===== config.mk =====
export PLATFORM = sky130hd
export DESIGN_NAME = rlis_core
export DESIGN_NICKNAME = d
export VERILOG_FILES = /design/src/rlis_pkg.sv /design/src/rlis_core.sv /design/src/rlis_line_front.sv
export SDC_FILE = /design/constraint.sdc
export NUM_CORES = 1
export LEC_CHECK = 0
export ABC_AREA = 1
export BUFFER_PORTS_ARGS = -buffer_cell sky130_fd_sc_hd__buf_2
export CORE_ASPECT_RATIO = 0.75
export CORE_UTILIZATION = 61
export DETAILED_ROUTE_END_ITERATION = 10
export GPL_ROUTABILITY_DRIVEN = 0
export PLACE_DENSITY = 0.88
export SLEW_MARGIN = 20
export SYNTH_ARGS = -nofsm -noshare
export SYNTH_HDL_FRONTEND = slang
export SYNTH_SLANG_ARGS = --single-unit

===== constraint.sdc =====
create_clock -name i_core_clk -period 2.55 [get_ports i_core_clk]
set_input_delay 0 -clock i_core_clk [delete_from_list [all_inputs] [get_ports i_core_clk]]
set_output_delay 0 -clock i_core_clk [all_outputs]
set_load 0.01 [all_outputs]

===== src/rlis_pkg.sv =====
// constants and types for the receive line information registers
package rlis_pkg;
  // register addresses on the host port and the event register reset value
  localparam logic [7:0] EVT_INFO_ADDR = 8'h08;
  localparam logic [7:0] LVL_INFO_ADDR = 8'h09;
  localparam logic [7:0] INFO_RST      = 8'h00;
  // field positions
  localparam int ZR_BIT  = 7;
  localparam int LZR_BIT = 6;
  localparam int CW_BIT  = 5;
  localparam int CLC_BIT = 4;
  localparam int AOC_BIT = 3;
  localparam int JIT_BIT = 2;
  localparam int LVL_LSB = 4;
  localparam int LB_BIT  = 1;
  localparam int SEC_BIT = 0;
  // zero run thresholds, in line bits
  localparam logic [8:0] ZR_SHORT  = 9'h004;
  localparam logic [8:0] ZR_LONG   = 9'h008;
  localparam logic [8:0] ZR_16     = 9'h010;
  localparam logic [8:0] CL_SET_E1 = 9'h0FF;
  localparam logic [8:0] CL_SET_T1 = 9'h0C0;
  // carrier loss clear windows
  localparam logic [7:0] CL_WIN_E1  = 8'hFF;
  localparam logic [7:0] CL_ONES_E1 = 8'h20;
  localparam logic [7:0] CL_WIN_T1  = 8'h70;
  localparam logic [7:0] CL_ONES_T1 = 8'h0E;
  // line rates and the all-ones windows
  localparam int          E1_BIT_HZ  = 2048000;
  localparam int          T1_BIT_HZ  = 1544000;
  localparam int          AO_T1_MS   = 3;
  localparam logic [12:0] AO_WIN_E1  = 13'h0200;
  localparam logic [12:0] AO_WIN_T1  = 13'(T1_BIT_HZ * AO_T1_MS / 1000);
  localparam logic [12:0] AO_E1_ZMAX = 13'h0002;
  localparam logic [12:0] AO_T1_ZMIN = 13'h0006;
  // jitter margin and loopback persistence
  localparam int         JIT_MARGIN = 4;
  localparam logic [2:0] LB_SECS    = 3'h5;
  // one sampled line bit
  typedef struct packed {
    logic bit_stb;
    logic mark;
    logic pos;
  } rlis_line_t;
  // loopback indicator states
  typedef enum logic {LB_OFF, LB_ON} rlis_lb_t;
endpackage


===== src/rlis_core.sv =====
// receive line information registers: line event monitors and readback
`timescale 1ns/1ps
module rlis_core #(
  parameter int P_E1_BITS_PER_SEC = rlis_pkg::E1_BIT_HZ,
  parameter int P_T1_BITS_PER_SEC = rlis_pkg::T1_BIT_HZ,
  parameter int P_JIT_DEPTH       = 64
) (
  // clock and reset
  input  wire logic       i_core_clk,
  input  wire logic       i_rst,
  // line pins
  input  wire logic       i_rclk,
  input  wire logic       i_rx_pos,
  input  wire logic       i_rx_neg,
  // configuration and neighbour logic
  input  wire logic       i_t1_mode,
  input  wire logic       i_coding_standard_select,
  input  wire logic       i_auto_loopback_enable,
  input  wire logic       i_loop_up_code,
  input  wire logic       i_loop_down_code,
  input  wire logic [7:0] i_jit_fill,
  input  wire logic [3:0] i_rx_level,
  // host port
  input  wire logic       i_rd,
  input  wire logic [7:0] i_addr,
  output logic      [7:0] o_rdata,
  output logic            o_rvalid,
  // live alarms
  output logic            o_carrier_loss_alarm,
  output logic            o_unframed_all_ones_alarm,
  output logic            o_auto_loopback_active
);
  // sizes the logic cannot serve
  if (P_JIT_DEPTH <= rlis_pkg::JIT_MARGIN || P_JIT_DEPTH > 255) begin : g_bad_depth
    $error("jitter depth out of range");
  end
  if (P_E1_BITS_PER_SEC < 2 || P_E1_BITS_PER_SEC >= (1 << 22) ||
      P_T1_BITS_PER_SEC < 2 || P_T1_BITS_PER_SEC >= (1 << 22)) begin : g_bad_sec
    $error("bits per second out of range");
  end

  localparam logic [7:0] JIT_TRIP = 8'(P_JIT_DEPTH - rlis_pkg::JIT_MARGIN);

  rlis_pkg::rlis_line_t line;            // one bit per receive clock
  rlis_line_front u_front (
    .i_core_clk (i_core_clk),
    .i_rst      (i_rst),
    .i_rclk     (i_rclk),
    .i_rx_pos   (i_rx_pos),
    .i_rx_neg   (i_rx_neg),
    .o_line     (line)
  );

  // line monitor state
  logic [8:0]  zrun_r,  zrun_nxt;        // zero run, saturating
  logic [7:0]  mh_r,    mh_nxt;          // mark history, newest in bit 0
  logic [7:0]  vh_r,    vh_nxt;          // violation history
  logic        lpol_r,  lpol_nxt;        // polarity of last mark
  logic        cla_r,   cla_nxt;         // carrier loss alarm
  logic        clrun_r, clrun_nxt;       // clear window open
  logic [7:0]  clcnt_r, clcnt_nxt;
  logic [7:0]  clone_r, clone_nxt;
  logic        aoa_r,   aoa_nxt;         // unframed all ones alarm
  logic [12:0] aocnt_r, aocnt_nxt;
  logic [12:0] aozer_r, aozer_nxt;
  logic [21:0] sec_r,   sec_nxt;
  // one-cycle events
  logic        ev_zr, ev_lzr, ev_cw, ev_clc, ev_aoc, ev_sec;
  logic [8:0]  zthr;
  logic [7:0]  clcnt1, clone1;
  logic [12:0] aocnt1, aozer1;
  logic        viol, hdb3, b8zs;

  // line monitors, all stepping on the bit strobe
  always_comb begin
    zrun_nxt  = zrun_r;
    mh_nxt    = mh_r;
    vh_nxt    = vh_r;
    lpol_nxt  = lpol_r;
    cla_nxt   = cla_r;
    clrun_nxt = clrun_r;
    clcnt_nxt = clcnt_r;
    clone_nxt = clone_r;
    aoa_nxt   = aoa_r;
    aocnt_nxt = aocnt_r;
    aozer_nxt = aozer_r;
    sec_nxt   = sec_r;
    ev_zr = 1'b0; ev_lzr = 1'b0; ev_cw = 1'b0;
    ev_clc = 1'b0; ev_aoc = 1'b0; ev_sec = 1'b0;
    zthr   = i_coding_standard_select ? rlis_pkg::ZR_LONG : rlis_pkg::ZR_SHORT;
    clcnt1 = clcnt_r + 8'h01;
    clone1 = clone_r + {7'h00, line.mark};
    aocnt1 = aocnt_r + 13'h0001;
    aozer1 = aozer_r + {12'h000, ~line.mark};
    viol   = line.mark & (line.pos == lpol_r);
    hdb3   = 1'b0;
    b8zs   = 1'b0;
    if (line.bit_stb) begin
      // zero runs: flag once per run at the threshold, however long it gets
      zrun_nxt = line.mark ? 9'h000 : ((zrun_r == 9'h1FF) ? zrun_r : zrun_r + 9'h001);
      ev_zr    = ~line.mark & (zrun_nxt == zthr);
      ev_lzr   = ~line.mark & (zrun_nxt == rlis_pkg::ZR_16);
      // substitution words seen regardless of decode enable
      mh_nxt   = {mh_r[6:0], line.mark};
      vh_nxt   = {vh_r[6:0], viol};
      if (line.mark) begin
        lpol_nxt = line.pos;
      end
      hdb3  = viol & (mh_r[1:0] == 2'b00);
      b8zs  = (mh_nxt[7:5] == 3'b000) & vh_nxt[4] & mh_nxt[3] & ~vh_nxt[3] &
              ~mh_nxt[2] & vh_nxt[1] & mh_nxt[0] & ~vh_nxt[0];
      ev_cw = i_coding_standard_select ? b8zs : hdb3;
      // carrier loss: set on a long zero run, clear on a window of ones
      if (!cla_r) begin
        if (zrun_nxt == (i_t1_mode ? rlis_pkg::CL_SET_T1 : rlis_pkg::CL_SET_E1)) begin
          cla_nxt   = 1'b1;
          clrun_nxt = 1'b0;
        end
      end else if (!clrun_r) begin
        // t1 window opens on the first one, e1 window at once
        if (!i_t1_mode || line.mark) begin
          clrun_nxt = 1'b1;
          clcnt_nxt = 8'h01;
          clone_nxt = {7'h00, line.mark};
        end
      end else begin
        clcnt_nxt = clcnt1;
        clone_nxt = clone1;
        if (clcnt1 == (i_t1_mode ? rlis_pkg::CL_WIN_T1 : rlis_pkg::CL_WIN_E1)) begin
          clrun_nxt = 1'b0;
          if (clone1 >= (i_t1_mode ? rlis_pkg::CL_ONES_T1 : rlis_pkg::CL_ONES_E1)) begin
            cla_nxt = 1'b0;
            ev_clc  = 1'b1;
          end
        end
      end
      // all ones: fixed windows of 512 bits or 3 ms of t1 bits
      aocnt_nxt = aocnt1;
      aozer_nxt = aozer1;
      // at or past the end, so a mode change mid-window cannot skip the close
      if (aocnt1 >= (i_t1_mode ? rlis_pkg::AO_WIN_T1 : rlis_pkg::AO_WIN_E1)) begin
        aocnt_nxt = 13'h0000;
        aozer_nxt = 13'h0000;
        if (i_t1_mode) begin
          aoa_nxt = aozer1 < rlis_pkg::AO_T1_ZMIN;
        end else if (aozer1 < rlis_pkg::AO_E1_ZMAX) begin
          aoa_nxt = 1'b1;
        end else if (aozer1 > rlis_pkg::AO_E1_ZMAX) begin
          aoa_nxt = 1'b0;
        end
        ev_aoc = aoa_r & ~aoa_nxt;
      end
      // one second from receive clock edges
      if (sec_r == (i_t1_mode ? 22'(P_T1_BITS_PER_SEC - 1) : 22'(P_E1_BITS_PER_SEC - 1))) begin
        sec_nxt = 22'h000000;
        ev_sec  = 1'b1;
      end else begin
        sec_nxt = sec_r + 22'h000001;
      end
    end
  end

  // line monitor registers
  always_ff @(posedge i_core_clk) begin
    if (i_rst) begin
      zrun_r <= 9'h000; mh_r <= 8'h00; vh_r <= 8'h00; lpol_r <= 1'b0;
      cla_r <= 1'b0; clrun_r <= 1'b0; clcnt_r <= 8'h00; clone_r <= 8'h00;
      aoa_r <= 1'b0; aocnt_r <= 13'h0000; aozer_r <= 13'h0000; sec_r <= 22'h000000;
    end else begin
      zrun_r <= zrun_nxt; mh_r <= mh_nxt; vh_r <= vh_nxt; lpol_r <= lpol_nxt;
      cla_r <= cla_nxt; clrun_r <= clrun_nxt; clcnt_r <= clcnt_nxt; clone_r <= clone_nxt;
      aoa_r <= aoa_nxt; aocnt_r <= aocnt_nxt; aozer_r <= aozer_nxt; sec_r <= sec_nxt;
    end
  end

  // loopback indicator and jitter trip
  rlis_pkg::rlis_lb_t lb_r, lb_nxt;
  logic [2:0]         lbs_r, lbs_nxt;    // one-second ticks seen with code present
  logic               jhi_r, jhi_nxt;
  logic               ev_jit;

  always_comb begin
    lb_nxt  = lb_r;
    lbs_nxt = lbs_r;
    jhi_nxt = i_jit_fill >= JIT_TRIP;
    ev_jit  = jhi_nxt & ~jhi_r;
    case (lb_r)
      rlis_pkg::LB_OFF: begin
        if (!i_loop_up_code) begin
          lbs_nxt = 3'h0;
        end else if (ev_sec) begin
          lbs_nxt = lbs_r + 3'h1;
          if (lbs_nxt == rlis_pkg::LB_SECS) begin
            lb_nxt  = rlis_pkg::LB_ON;
            lbs_nxt = 3'h0;
          end
        end
      end
      rlis_pkg::LB_ON: begin
        if (!i_loop_down_code) begin
          lbs_nxt = 3'h0;
        end else if (ev_sec) begin
          lbs_nxt = lbs_r + 3'h1;
          if (lbs_nxt == rlis_pkg::LB_SECS) begin
            lb_nxt  = rlis_pkg::LB_OFF;
            lbs_nxt = 3'h0;
          end
        end
      end
      default: begin
        lb_nxt  = rlis_pkg::LB_OFF;
        lbs_nxt = 3'h0;
      end
    endcase
    // disabled function forces the indicator low
    if (!i_auto_loopback_enable) begin
      lb_nxt  = rlis_pkg::LB_OFF;
      lbs_nxt = 3'h0;
    end
  end

  always_ff @(posedge i_core_clk) begin
    if (i_rst) begin
      lb_r  <= rlis_pkg::LB_OFF;
      lbs_r <= 3'h0;
      jhi_r <= 1'b0;
    end else begin
      lb_r  <= lb_nxt;
      lbs_r <= lbs_nxt;
      jhi_r <= jhi_nxt;
    end
  end

  // latched flags and host readback
  logic [7:0] evt_r, evt_nxt;            // event register image, low bits zero
  logic       secf_r, secf_nxt;
  logic [3:0] lvl_r;
  logic [7:0] rdata_nxt, set_mask;
  logic       rd_evt, rd_lvl;

  always_comb begin
    rd_evt   = i_rd & (i_addr == rlis_pkg::EVT_INFO_ADDR);
    rd_lvl   = i_rd & (i_addr == rlis_pkg::LVL_INFO_ADDR);
    set_mask = 8'h00;
    set_mask[rlis_pkg::ZR_BIT]  = ev_zr;
    set_mask[rlis_pkg::LZR_BIT] = ev_lzr;
    set_mask[rlis_pkg::CW_BIT]  = ev_cw;
    set_mask[rlis_pkg::CLC_BIT] = ev_clc;
    set_mask[rlis_pkg::AOC_BIT] = ev_aoc;
    set_mask[rlis_pkg::JIT_BIT] = ev_jit;
    // set wins over the read clear, so nothing is lost
    evt_nxt  = (rd_evt ? rlis_pkg::INFO_RST : evt_r) | set_mask;
    secf_nxt = (secf_r & ~rd_lvl) | ev_sec;
    // unassigned positions read as zero
    rdata_nxt = 8'h00;
    if (rd_evt) begin
      rdata_nxt = evt_r;
    end else if (rd_lvl) begin
      rdata_nxt[7:rlis_pkg::LVL_LSB] = lvl_r;
      rdata_nxt[rlis_pkg::LB_BIT]    = (lb_r == rlis_pkg::LB_ON);
      rdata_nxt[rlis_pkg::SEC_BIT]   = secf_r;
    end
  end

  always_ff @(posedge i_core_clk) begin
    if (i_rst) begin
      evt_r    <= rlis_pkg::INFO_RST;
      secf_r   <= 1'b0;
      lvl_r    <= 4'h0;
      o_rdata  <= 8'h00;
      o_rvalid <= 1'b0;
      o_carrier_loss_alarm      <= 1'b0;
      o_unframed_all_ones_alarm <= 1'b0;
      o_auto_loopback_active    <= 1'b0;
    end else begin
      evt_r    <= evt_nxt;
      secf_r   <= secf_nxt;
      lvl_r    <= i_rx_level;
      o_rdata  <= rdata_nxt;
      o_rvalid <= i_rd;
      o_carrier_loss_alarm      <= cla_r;
      o_unframed_all_ones_alarm <= aoa_r;
      o_auto_loopback_active    <= (lb_r == rlis_pkg::LB_ON);
    end
  end

  // checks
  property p_zr;
    @(posedge i_core_clk) disable iff (i_rst) ev_zr |=> evt_r[rlis_pkg::ZR_BIT];
  endproperty
  a_zr: assert property (p_zr) else $error("zero run not latched");
  property p_lzr;
    @(posedge i_core_clk) disable iff (i_rst)
      line.bit_stb && !line.mark && zrun_r == 9'h00F |=> evt_r[rlis_pkg::LZR_BIT];
  endproperty
  a_lzr: assert property (p_lzr) else $error("16 zeros not latched");
  property p_cw;
    @(posedge i_core_clk) disable iff (i_rst)
      line.bit_stb && !i_coding_standard_select && hdb3 |=> evt_r[rlis_pkg::CW_BIT];
  endproperty
  a_cw: assert property (p_cw) else $error("code word not latched");
  property p_clc;
    @(posedge i_core_clk) disable iff (i_rst) $fell(cla_r) |-> evt_r[rlis_pkg::CLC_BIT];
  endproperty
  a_clc: assert property (p_clc) else $error("carrier clear not latched");
  property p_aoc;
    @(posedge i_core_clk) disable iff (i_rst) $fell(aoa_r) |-> evt_r[rlis_pkg::AOC_BIT];
  endproperty
  a_aoc: assert property (p_aoc) else $error("all ones clear not latched");
  property p_jit;
    @(posedge i_core_clk) disable iff (i_rst)
      $rose(jhi_r) |-> evt_r[rlis_pkg::JIT_BIT];
  endproperty
  a_jit: assert property (p_jit) else $error("jitter trip not latched");
  property p_lbon;
    @(posedge i_core_clk) disable iff (i_rst)
      $rose(lb_r == rlis_pkg::LB_ON) |-> $past(i_loop_up_code) && $past(ev_sec);
  endproperty
  a_lbon: assert property (p_lbon) else $error("loopback set without up code");
  property p_lboff;
    @(posedge i_core_clk) disable iff (i_rst)
      !i_auto_loopback_enable |=> ##1 !o_auto_loopback_active;
  endproperty
  a_lboff: assert property (p_lboff) else $error("loopback shown while disabled");
  property p_keep;
    @(posedge i_core_clk) disable iff (i_rst)
      rd_evt && ev_zr |=> evt_r[rlis_pkg::ZR_BIT];
  endproperty
  a_keep: assert property (p_keep) else $error("event lost in read cycle");
  property p_sec;
    @(posedge i_core_clk) disable iff (i_rst) ev_sec |=> secf_r;
  endproperty
  a_sec: assert property (p_sec) else $error("second tick not latched");
  c_clear: cover property (@(posedge i_core_clk) disable iff (i_rst) $fell(cla_r));
  c_lb:    cover property (@(posedge i_core_clk) disable iff (i_rst) $rose(o_auto_loopback_active));
  c_race:  cover property (@(posedge i_core_clk) disable iff (i_rst) rd_evt && |set_mask);
endmodule


===== src/rlis_line_front.sv =====
// line pin sampler: receive clock edge and bipolar data to bit strobes
`timescale 1ns/1ps
module rlis_line_front (
  // clock and reset
  input  wire logic               i_core_clk,
  input  wire logic               i_rst,
  // line pins
  input  wire logic               i_rclk,
  input  wire logic               i_rx_pos,
  input  wire logic               i_rx_neg,
  // sampled bits
  output rlis_pkg::rlis_line_t    o_line
);
  logic [2:0]           s1_r;     // first stage, read only by s2
  logic [2:0]           s2_r;
  logic [2:0]           s3_r;
  logic [2:0]           filt_r;   // {clk,pos,neg} after agreement
  logic [2:0]           filt_nxt;
  rlis_pkg::rlis_line_t line_r;
  rlis_pkg::rlis_line_t line_nxt;

  // a bit changes only once stages two and three agree
  always_comb begin
    filt_nxt          = (~(s2_r ^ s3_r) & s3_r) | ((s2_r ^ s3_r) & filt_r);
    line_nxt.bit_stb  = filt_nxt[2] & ~filt_r[2];
    line_nxt.mark     = filt_nxt[1] | filt_nxt[0];
    line_nxt.pos      = filt_nxt[1];
  end

  // registers only; data and clock share one delay so they stay aligned
  always_ff @(posedge i_core_clk) begin
    if (i_rst) begin
      s1_r   <= 3'h0;
      s2_r   <= 3'h0;
      s3_r   <= 3'h0;
      filt_r <= 3'h0;
      line_r <= '0;
    end else begin
      s1_r   <= {i_rclk, i_rx_pos, i_rx_neg};
      s2_r   <= s1_r;
      s3_r   <= s2_r;
      filt_r <= filt_nxt;
      line_r <= line_nxt;
    end
  end

  assign o_line = line_r;
endmodule


== Word level (Yosys, flattened, before mapping) ==
Index checks and enable logic that the tools add are counted.
W data, S select, Z words.

* Add/subtract/negate cells: 7
* Order comparisons: 6
* Eq/ne operators: 10
* Mux-type cells: 60
* Bitwise operators: 36
* Reductions and logical operators: 12

{| class="wikitable"
|+ Operators with widths
! operator !! count
|-
| $mux W8 || 6
|-
| $mux W13 || 3
|-
| $mux W1 || 34
|-
| $add A22 B1 Y22 const B || 1
|-
| $eq A22 B21 Y1 || 1
|-
| $mux W22 || 1
|-
| $mux W20 || 1
|-
| $mux W9 || 2
|-
| $and A1 B1 Y1 || 17
|-
| $eq A8 B4 Y1 const B || 2
|-
| $add A13 B1 Y13 || 1
|-
| $add A13 B1 Y13 const B || 1
|-
| $ge A13 B13 Y1 || 1
|-
| $gt A13 B2 Y1 const B || 1
|-
| $lt A13 B2 Y1 const B || 1
|-
| $lt A13 B3 Y1 const B || 1
|-
| $mux W3 || 4
|-
| $mux W4 || 3
|-
| $mux W6 || 2
|-
| $not A1 Y1 || 11
|-
| $add A9 B1 Y9 const B || 1
|-
| $eq A9 B4 Y1 || 1
|-
| $eq A9 B5 Y1 const B || 1
|-
| $eq A9 B8 Y1 || 1
|-
| 26 further kinds || 33
|}

* Register bits after elaboration: 133
* Output and inout port bits: 12
* Word-level logic and storage cells: 162

== Depth between registers and ports, before layout ==
* Depth in word-level cells: 13
* Depth in mapped cells: 18
* Mapped depth without buffers: 18

== Cells and area by module ==
A second synthesis with hierarchy kept.

* Cells, all modules: 977
* Area total of the unflattened synthesis: 6912.9 µm²

{| class="wikitable"
|+ Modules (own cells, without submodules)
! module !! times used !! cells an instance !! area each (µm²) !! seq. area each (µm²)
|-
| rlis_core || 1 || 922 || 6459.9 || 2322.2
|-
| rlis_line_front || 1 || 55 || 452.9 || 280.3
|}

== Worst setup path after synthesis ==
OpenSTA, ideal clock, no wires.

* Kind: register to register
* Start point: register aocnt_r[1]
* End point: register aocnt_r[11]
* Library setup time: 0.128 ns
* Arrival: 2.176 ns
* Required time: 2.422 ns
* Path slack: 0.246 ns
* Cell stages (with the launch flop): 19
* Path buffers: 0
* Clock period less this slack: 2.304 ns
* Path through: dfxtp_1 ha_1 nand2_1 nor2_4 nand2_1 inv_1 nand3_1 xor2_1 inv_1 ha_1 inv_1 nor2_1 nand2_1 nor2_1 nor2_2 nand3_2 nor2_1 nor2_1 nor2_1

* Word-level cells in the longest chain between the ends: 3

{| class="wikitable"
|+ RTL lines
! item !! RTL line !! RTL
|-
| start: declaration || rlis_core.sv:64 || <nowiki>logic [12:0] aocnt_r, aocnt_nxt;</nowiki>
|-
| start signal: assignment || rlis_core.sv:172 || <nowiki>aoa_r <= aoa_nxt; aocnt_r <= aocnt_nxt; aozer_r <= aozer_nxt; sec_r <= sec_nxt;</nowiki>
|-
| $add A13 B1 Y13 * || rlis_core.sv:93 || <nowiki>aocnt1 = aocnt_r + 13'h0001;</nowiki>
|-
| $ge A13 B13 Y1 || rlis_core.sv:141 || <nowiki>if (aocnt1 >= (i_t1_mode ? rlis_pkg::AO_WIN_T1 : rlis_pkg::AO_WIN_E1)) begin</nowiki>
|-
| $mux W13 * || rlis_core.sv:141 ||
|}

Every way passes the cells marked *; elsewhere a longest branch is shown, timed or not.
A chain may end at the register's enable or synchronous reset.

== Final worst setup path ==
* Start point: register aocnt_r[0]
* End point: register evt_r[3]

* Word-level cells in the longest chain between the ends: 5

{| class="wikitable"
|+ RTL lines
! item !! RTL line !! RTL
|-
| $add A13 B1 Y13 || rlis_core.sv:93 ||
|-
| $ge A13 B13 Y1 || rlis_core.sv:141 ||
|-
| $mux W1 || rlis_core.sv:141 ||
|-
| $mux W1 || rlis_core.sv:98 || <nowiki>if (line.bit_stb) begin</nowiki>
|-
| $or A8 B8 Y8 || rlis_core.sv:252 || <nowiki>evt_nxt = (rd_evt ? rlis_pkg::INFO_RST : evt_r) | set_mask;</nowiki>
|-
| end signal: assignment || rlis_core.sv:267 || <nowiki>evt_r <= rlis_pkg::INFO_RST;</nowiki>
|-
| end signal: assignment || rlis_core.sv:276 || <nowiki>evt_r <= evt_nxt;</nowiki>
|-
| end: declaration || rlis_core.sv:235 || <nowiki>logic [7:0] evt_r, evt_nxt;</nowiki>
|}

Every way passes these cells.

==> metrics list <==
- Critical path type: flop to flop
- Most frequent cell after synthesis: sky130_fd_sc_hd__nand2_1
- Yosys mapped a number of flops with a built-in enable equal to 0.
- Clock latency on the worst-skew pair, taken at its later pin, is 0.43 ns.
- Together, buffers and inverters on the worst path number 1.
* Maximum number of pins on one net before global-route repair: 70
- Chain of cells forming the critical path: ha_4 -> nand2_1 -> nor2_4 -> or2_2 -> nand2_1 -> inv_1 -> ha_1 -> nand3_1 -> nor3_1 -> nand3_1 -> nand3_2 -> nand4_1 -> nand2_1
- Antenna diode count: 0
* Relative slew slack: 0.406
- Counting distinct cell types in the post-synthesis netlist gives 48.
* CTS Root Buffer Type: sky130_fd_sc_hd__clkbuf_16
* Number of standard cells in the layout, taps in and fillers out: 1203
- Synthesis inferred between 100 and 150 register bits.
- Placed cell count: 1147
- CP Max Fanout: 6
- During I/O placement, the number of pins put on the boundary was 43.
* Total Routing Usage GR: 0.299
* Layout cell share with drive strength beyond 1: 0.171
- The path class of the tightest hold or removal check is primary input to flop.
* Netlist area before placement: 7010 um^2
- Summing all placed instances gives a cell area of 7290 um^2.
- The first detailed-routing pass took 8 iterations.
- Post-synthesis net count: around 1000
* Cell types with the highest counts after synthesis: 211 x sky130_fd_sc_hd__nand2_1, 130 x sky130_fd_sc_hd__dfxtp_1, 125 x sky130_fd_sc_hd__nor2_1
- Post-Synthesis Cells: 989
- Ranked by total cell area, the synthesized netlist is headed by sky130_fd_sc_hd__dfxtp_1 37%, sky130_fd_sc_hd__nand2_1 11%, sky130_fd_sc_hd__nor2_1 6.7%.
- Post-CTS clock slew at the launch and capture registers of the worst setup and hold paths: 0.07 ns
- The via count of the first global-routing pass is 6292.
- The floorplan step defined a die boundary enclosing 11900 um^2.
* Data required time at the worst endpoint: around 3 ns
* Level count of the clock H-tree: 4
- From synthesis to final layout, the design area changed by 17.2%.
* Register-to-register setup slack: 0.1 ns
- Floorplan row count: 33
* CTS tree: yes
- Input and output buffers added on the ports amount to 40.
- Post-synth top area cell: sky130_fd_sc_hd__dfxtp_1
- Timing analysis after detailed placement gives a worst setup slack of 0.0229 ns.
- Total of max-cap violations: 0
- Cell type group with the largest total delay on the critical path: simple AND/OR/NAND/NOR gates
* Initial cell density of the core: 0.634
* Share of Yosys cell area claimed by the top area cell type: 0.371
- Result of the run: completed
* Kind of start point of the critical path: flop
- Multi-input gate area: approximately 3800 um^2
- The floorplan step set the die width to ~130 um.
- Synthesis Warnings: 0
* Mean instance size in the synthesized netlist: about 7.1 um^2
- Final hold violation count: 0
- Number of sinks driven by the clock tree: 130
* Post-route minimum period: 2.45 ns
- On the critical path, the stage with the largest delay is an instance of sky130_fd_sc_hd__dfxtp_4.
- Total via count after detailed routing: 6773
- For this run, design rule violations remaining after detail routing come to 0.
- Delay of the slowest cell on the worst path: 0.36 ns
- Across the VDD grid, the largest voltage drop is approximately 0.47 mV.
- Power density relative to cell area: 584 nW/um^2
- Lkg Pwr: 3.23 nW
- For this block, the initial DRC count from the detailed router was 649.
- Drt wl/cell: 14.8 um
* Total gr overflow: 0
- Setup violations remaining at the end of the flow were counted as 0.
* Filler Cells Inserted: between 700 and 800
* Chip height: 94.9 um
- Buffers inserted during clock tree synthesis total 17.
* Wire length of the first global-routing pass: 28600 um
* Area of the placeable core: 11100 um^2
- Antenna viol nets, final: 0
- Counting along the longest clock path gives a buffer depth of 2.
- Pin slew with the least headroom to its limit: 0.891 ns
* Fin nets: 1098
* Total wirelength of the detailed-routed design: 17800 um
- In the routed layout, each cell is associated on average with a via count of 5.63.
- The wire-length estimate of the detail-placed layout is 10200 um.
- After routing the design area is 8220 um^2.
* Top_reg_cell synth: sky130_fd_sc_hd__dfxtp_1
* Share of synthesized area occupied by flip-flops and latches: 0.371
- In this design, the critical path's most frequently occurring cell is sky130_fd_sc_hd__nand2_1.
* Number of antenna violations at the first check in global routing: 0
- The sequential cells in the finished layout cover a total of 2610 um^2.
- Async S/R FF share, synth: 0
- The final number of max-transition violations came to 0.
- Derived from the worst setup path, the maximum achievable clock frequency is 408 MHz.
- Part of the cycle the worst path needs: 0.962
- Endpoint arrival time on the critical path: 2.83 ns
- After layout, the worst setup slack is 0.0972 ns.
- Kind of end point of the critical path: flop
- The clock arrives with 0.0129 ns of skew.
## final cells by class
cell class	instances	area share
Clock buffer	17	0.0518
Sequential cell	130	0.318
Clock inverter	15	0.0236
Timing Repair Buffer	75	0.0633
Tap cell	140	0.0213
Multi-Input combinational cell	701	0.465
Inverter	125	0.0572
## layout by cell type, fill, tap and decap left out, drive strengths merged
master / count
nand3b: 10
maj3: 2
nor2: 138
a211oi: 2
nand2: 221
xor2: 23
bufinv: 3
and3b: 1
a21boi: 1
and3: 1
clkinv: 3
nor3: 20
buf: 57
dlygate4sd3: 18
a31oi: 2
clkinvlp: 3
xnor2: 11
ha: 17
a311oi: 2
clkbuf: 17
nand4: 28
o2111ai: 1
nor4: 6
dfxtp: 130
or2: 7
o22ai: 6
a21oi: 80
inv: 131
o21ai: 41
o21bai: 2
nor3b: 4
nand3: 75
## cells by family (layout without fill, tap and decap cells)
group / Yosys count / in the layout / share of synthesized area
AO/OA/AOI/OAI: 137 / 137 / 0.114
flip-flops: 130 / 130 / 0.371
XOR/XNOR: 34 / 34 / 0.0425
adder cells (fa/ha/maj): 19 / 19 / 0.0332
AND/OR/NAND/NOR: 509 / 511 / 0.343
buffers and inverters: 160 / 232 / 0.0969
## worst register-to-register path, cell delays in order, from the launching register on
cell                      delay, ns
sky130_fd_sc_hd__dfxtp_4       0.36
sky130_fd_sc_hd__ha_4          0.16
sky130_fd_sc_hd__nand2_1       0.10
sky130_fd_sc_hd__nor2_4        0.07
sky130_fd_sc_hd__or2_2         0.28
sky130_fd_sc_hd__nand2_1       0.09
sky130_fd_sc_hd__inv_1         0.05
sky130_fd_sc_hd__ha_1          0.33
sky130_fd_sc_hd__nand3_1       0.10
sky130_fd_sc_hd__nor3_1        0.27
sky130_fd_sc_hd__nand3_1       0.16
sky130_fd_sc_hd__nand3_2       0.16
sky130_fd_sc_hd__nand4_1       0.17
sky130_fd_sc_hd__nand2_1       0.12
## worst paths after layout
path                     from               to  depth (start not counted)
min          i_loop_down_code         lbs_r[1]                          5
max                aocnt_r[0]         evt_r[3]                         13
max reg2reg        aocnt_r[0]         evt_r[3]                         13
min reg2reg   u_front.s1_r[0]  u_front.s2_r[0]                          2
## sequential cells by signal (all words and copies together), names as in the netlist, 2 cells and up
signal and cells:
sec_r 22, u_front.s1_r 3, lbs_r 3, clcnt_r 8, evt_r 6, aozer_r 13
o_rdata 8, vh_r 4, u_front.o_line 2, mh_r 7, u_front.s3_r 3, u_front.filt_r 3
aocnt_r 13, u_front.s2_r 3, zrun_r 9, clone_r 8, lvl_r 4
## stage by stage
step | util | hold slack (ns) | total power, mW | setup TNS (ns)
after floorplan | - | 0.107 | 2.18 | 0
after global placement | 0.659 | 0.205 | 2.22 | 0
after detailed placement | 0.659 | 0.208 | 2.23 | 0
after CTS | 0.732 | 0.0125 | 4.79 | 0
after global routing | 0.743 | 0.0858 | 4.91 | -0.208
final | 0.743 | 0.0434 | 4.80 | 0
## per-layer routing
metal / vias up / global-route usage / routed length, um
met5: - / 0 / 0
met4: 0 / 0.138 / 463
met3: 51 / 0.0731 / 1250
met2: 298 / 0.491 / 8200
met1: 3095 / 0.374 / 7830
li1: 3329 / - / -
## power by group
group	internal [mW]	switching, mW
Clock	1.57	1.02
Combinational	0.0626	0.0990
Sequential	2.04	0.00576
## timing repair
item	CTS	global route
buffers inserted	0	4
hold buffers	18	0
endpoints found under the hold margin	16	0
setup endpoints to repair	8	29
gates resized for setup	1	18
pin swaps	0	10
gates cloned	0	2
Note: power is estimated with default switching activity, not from simulation.
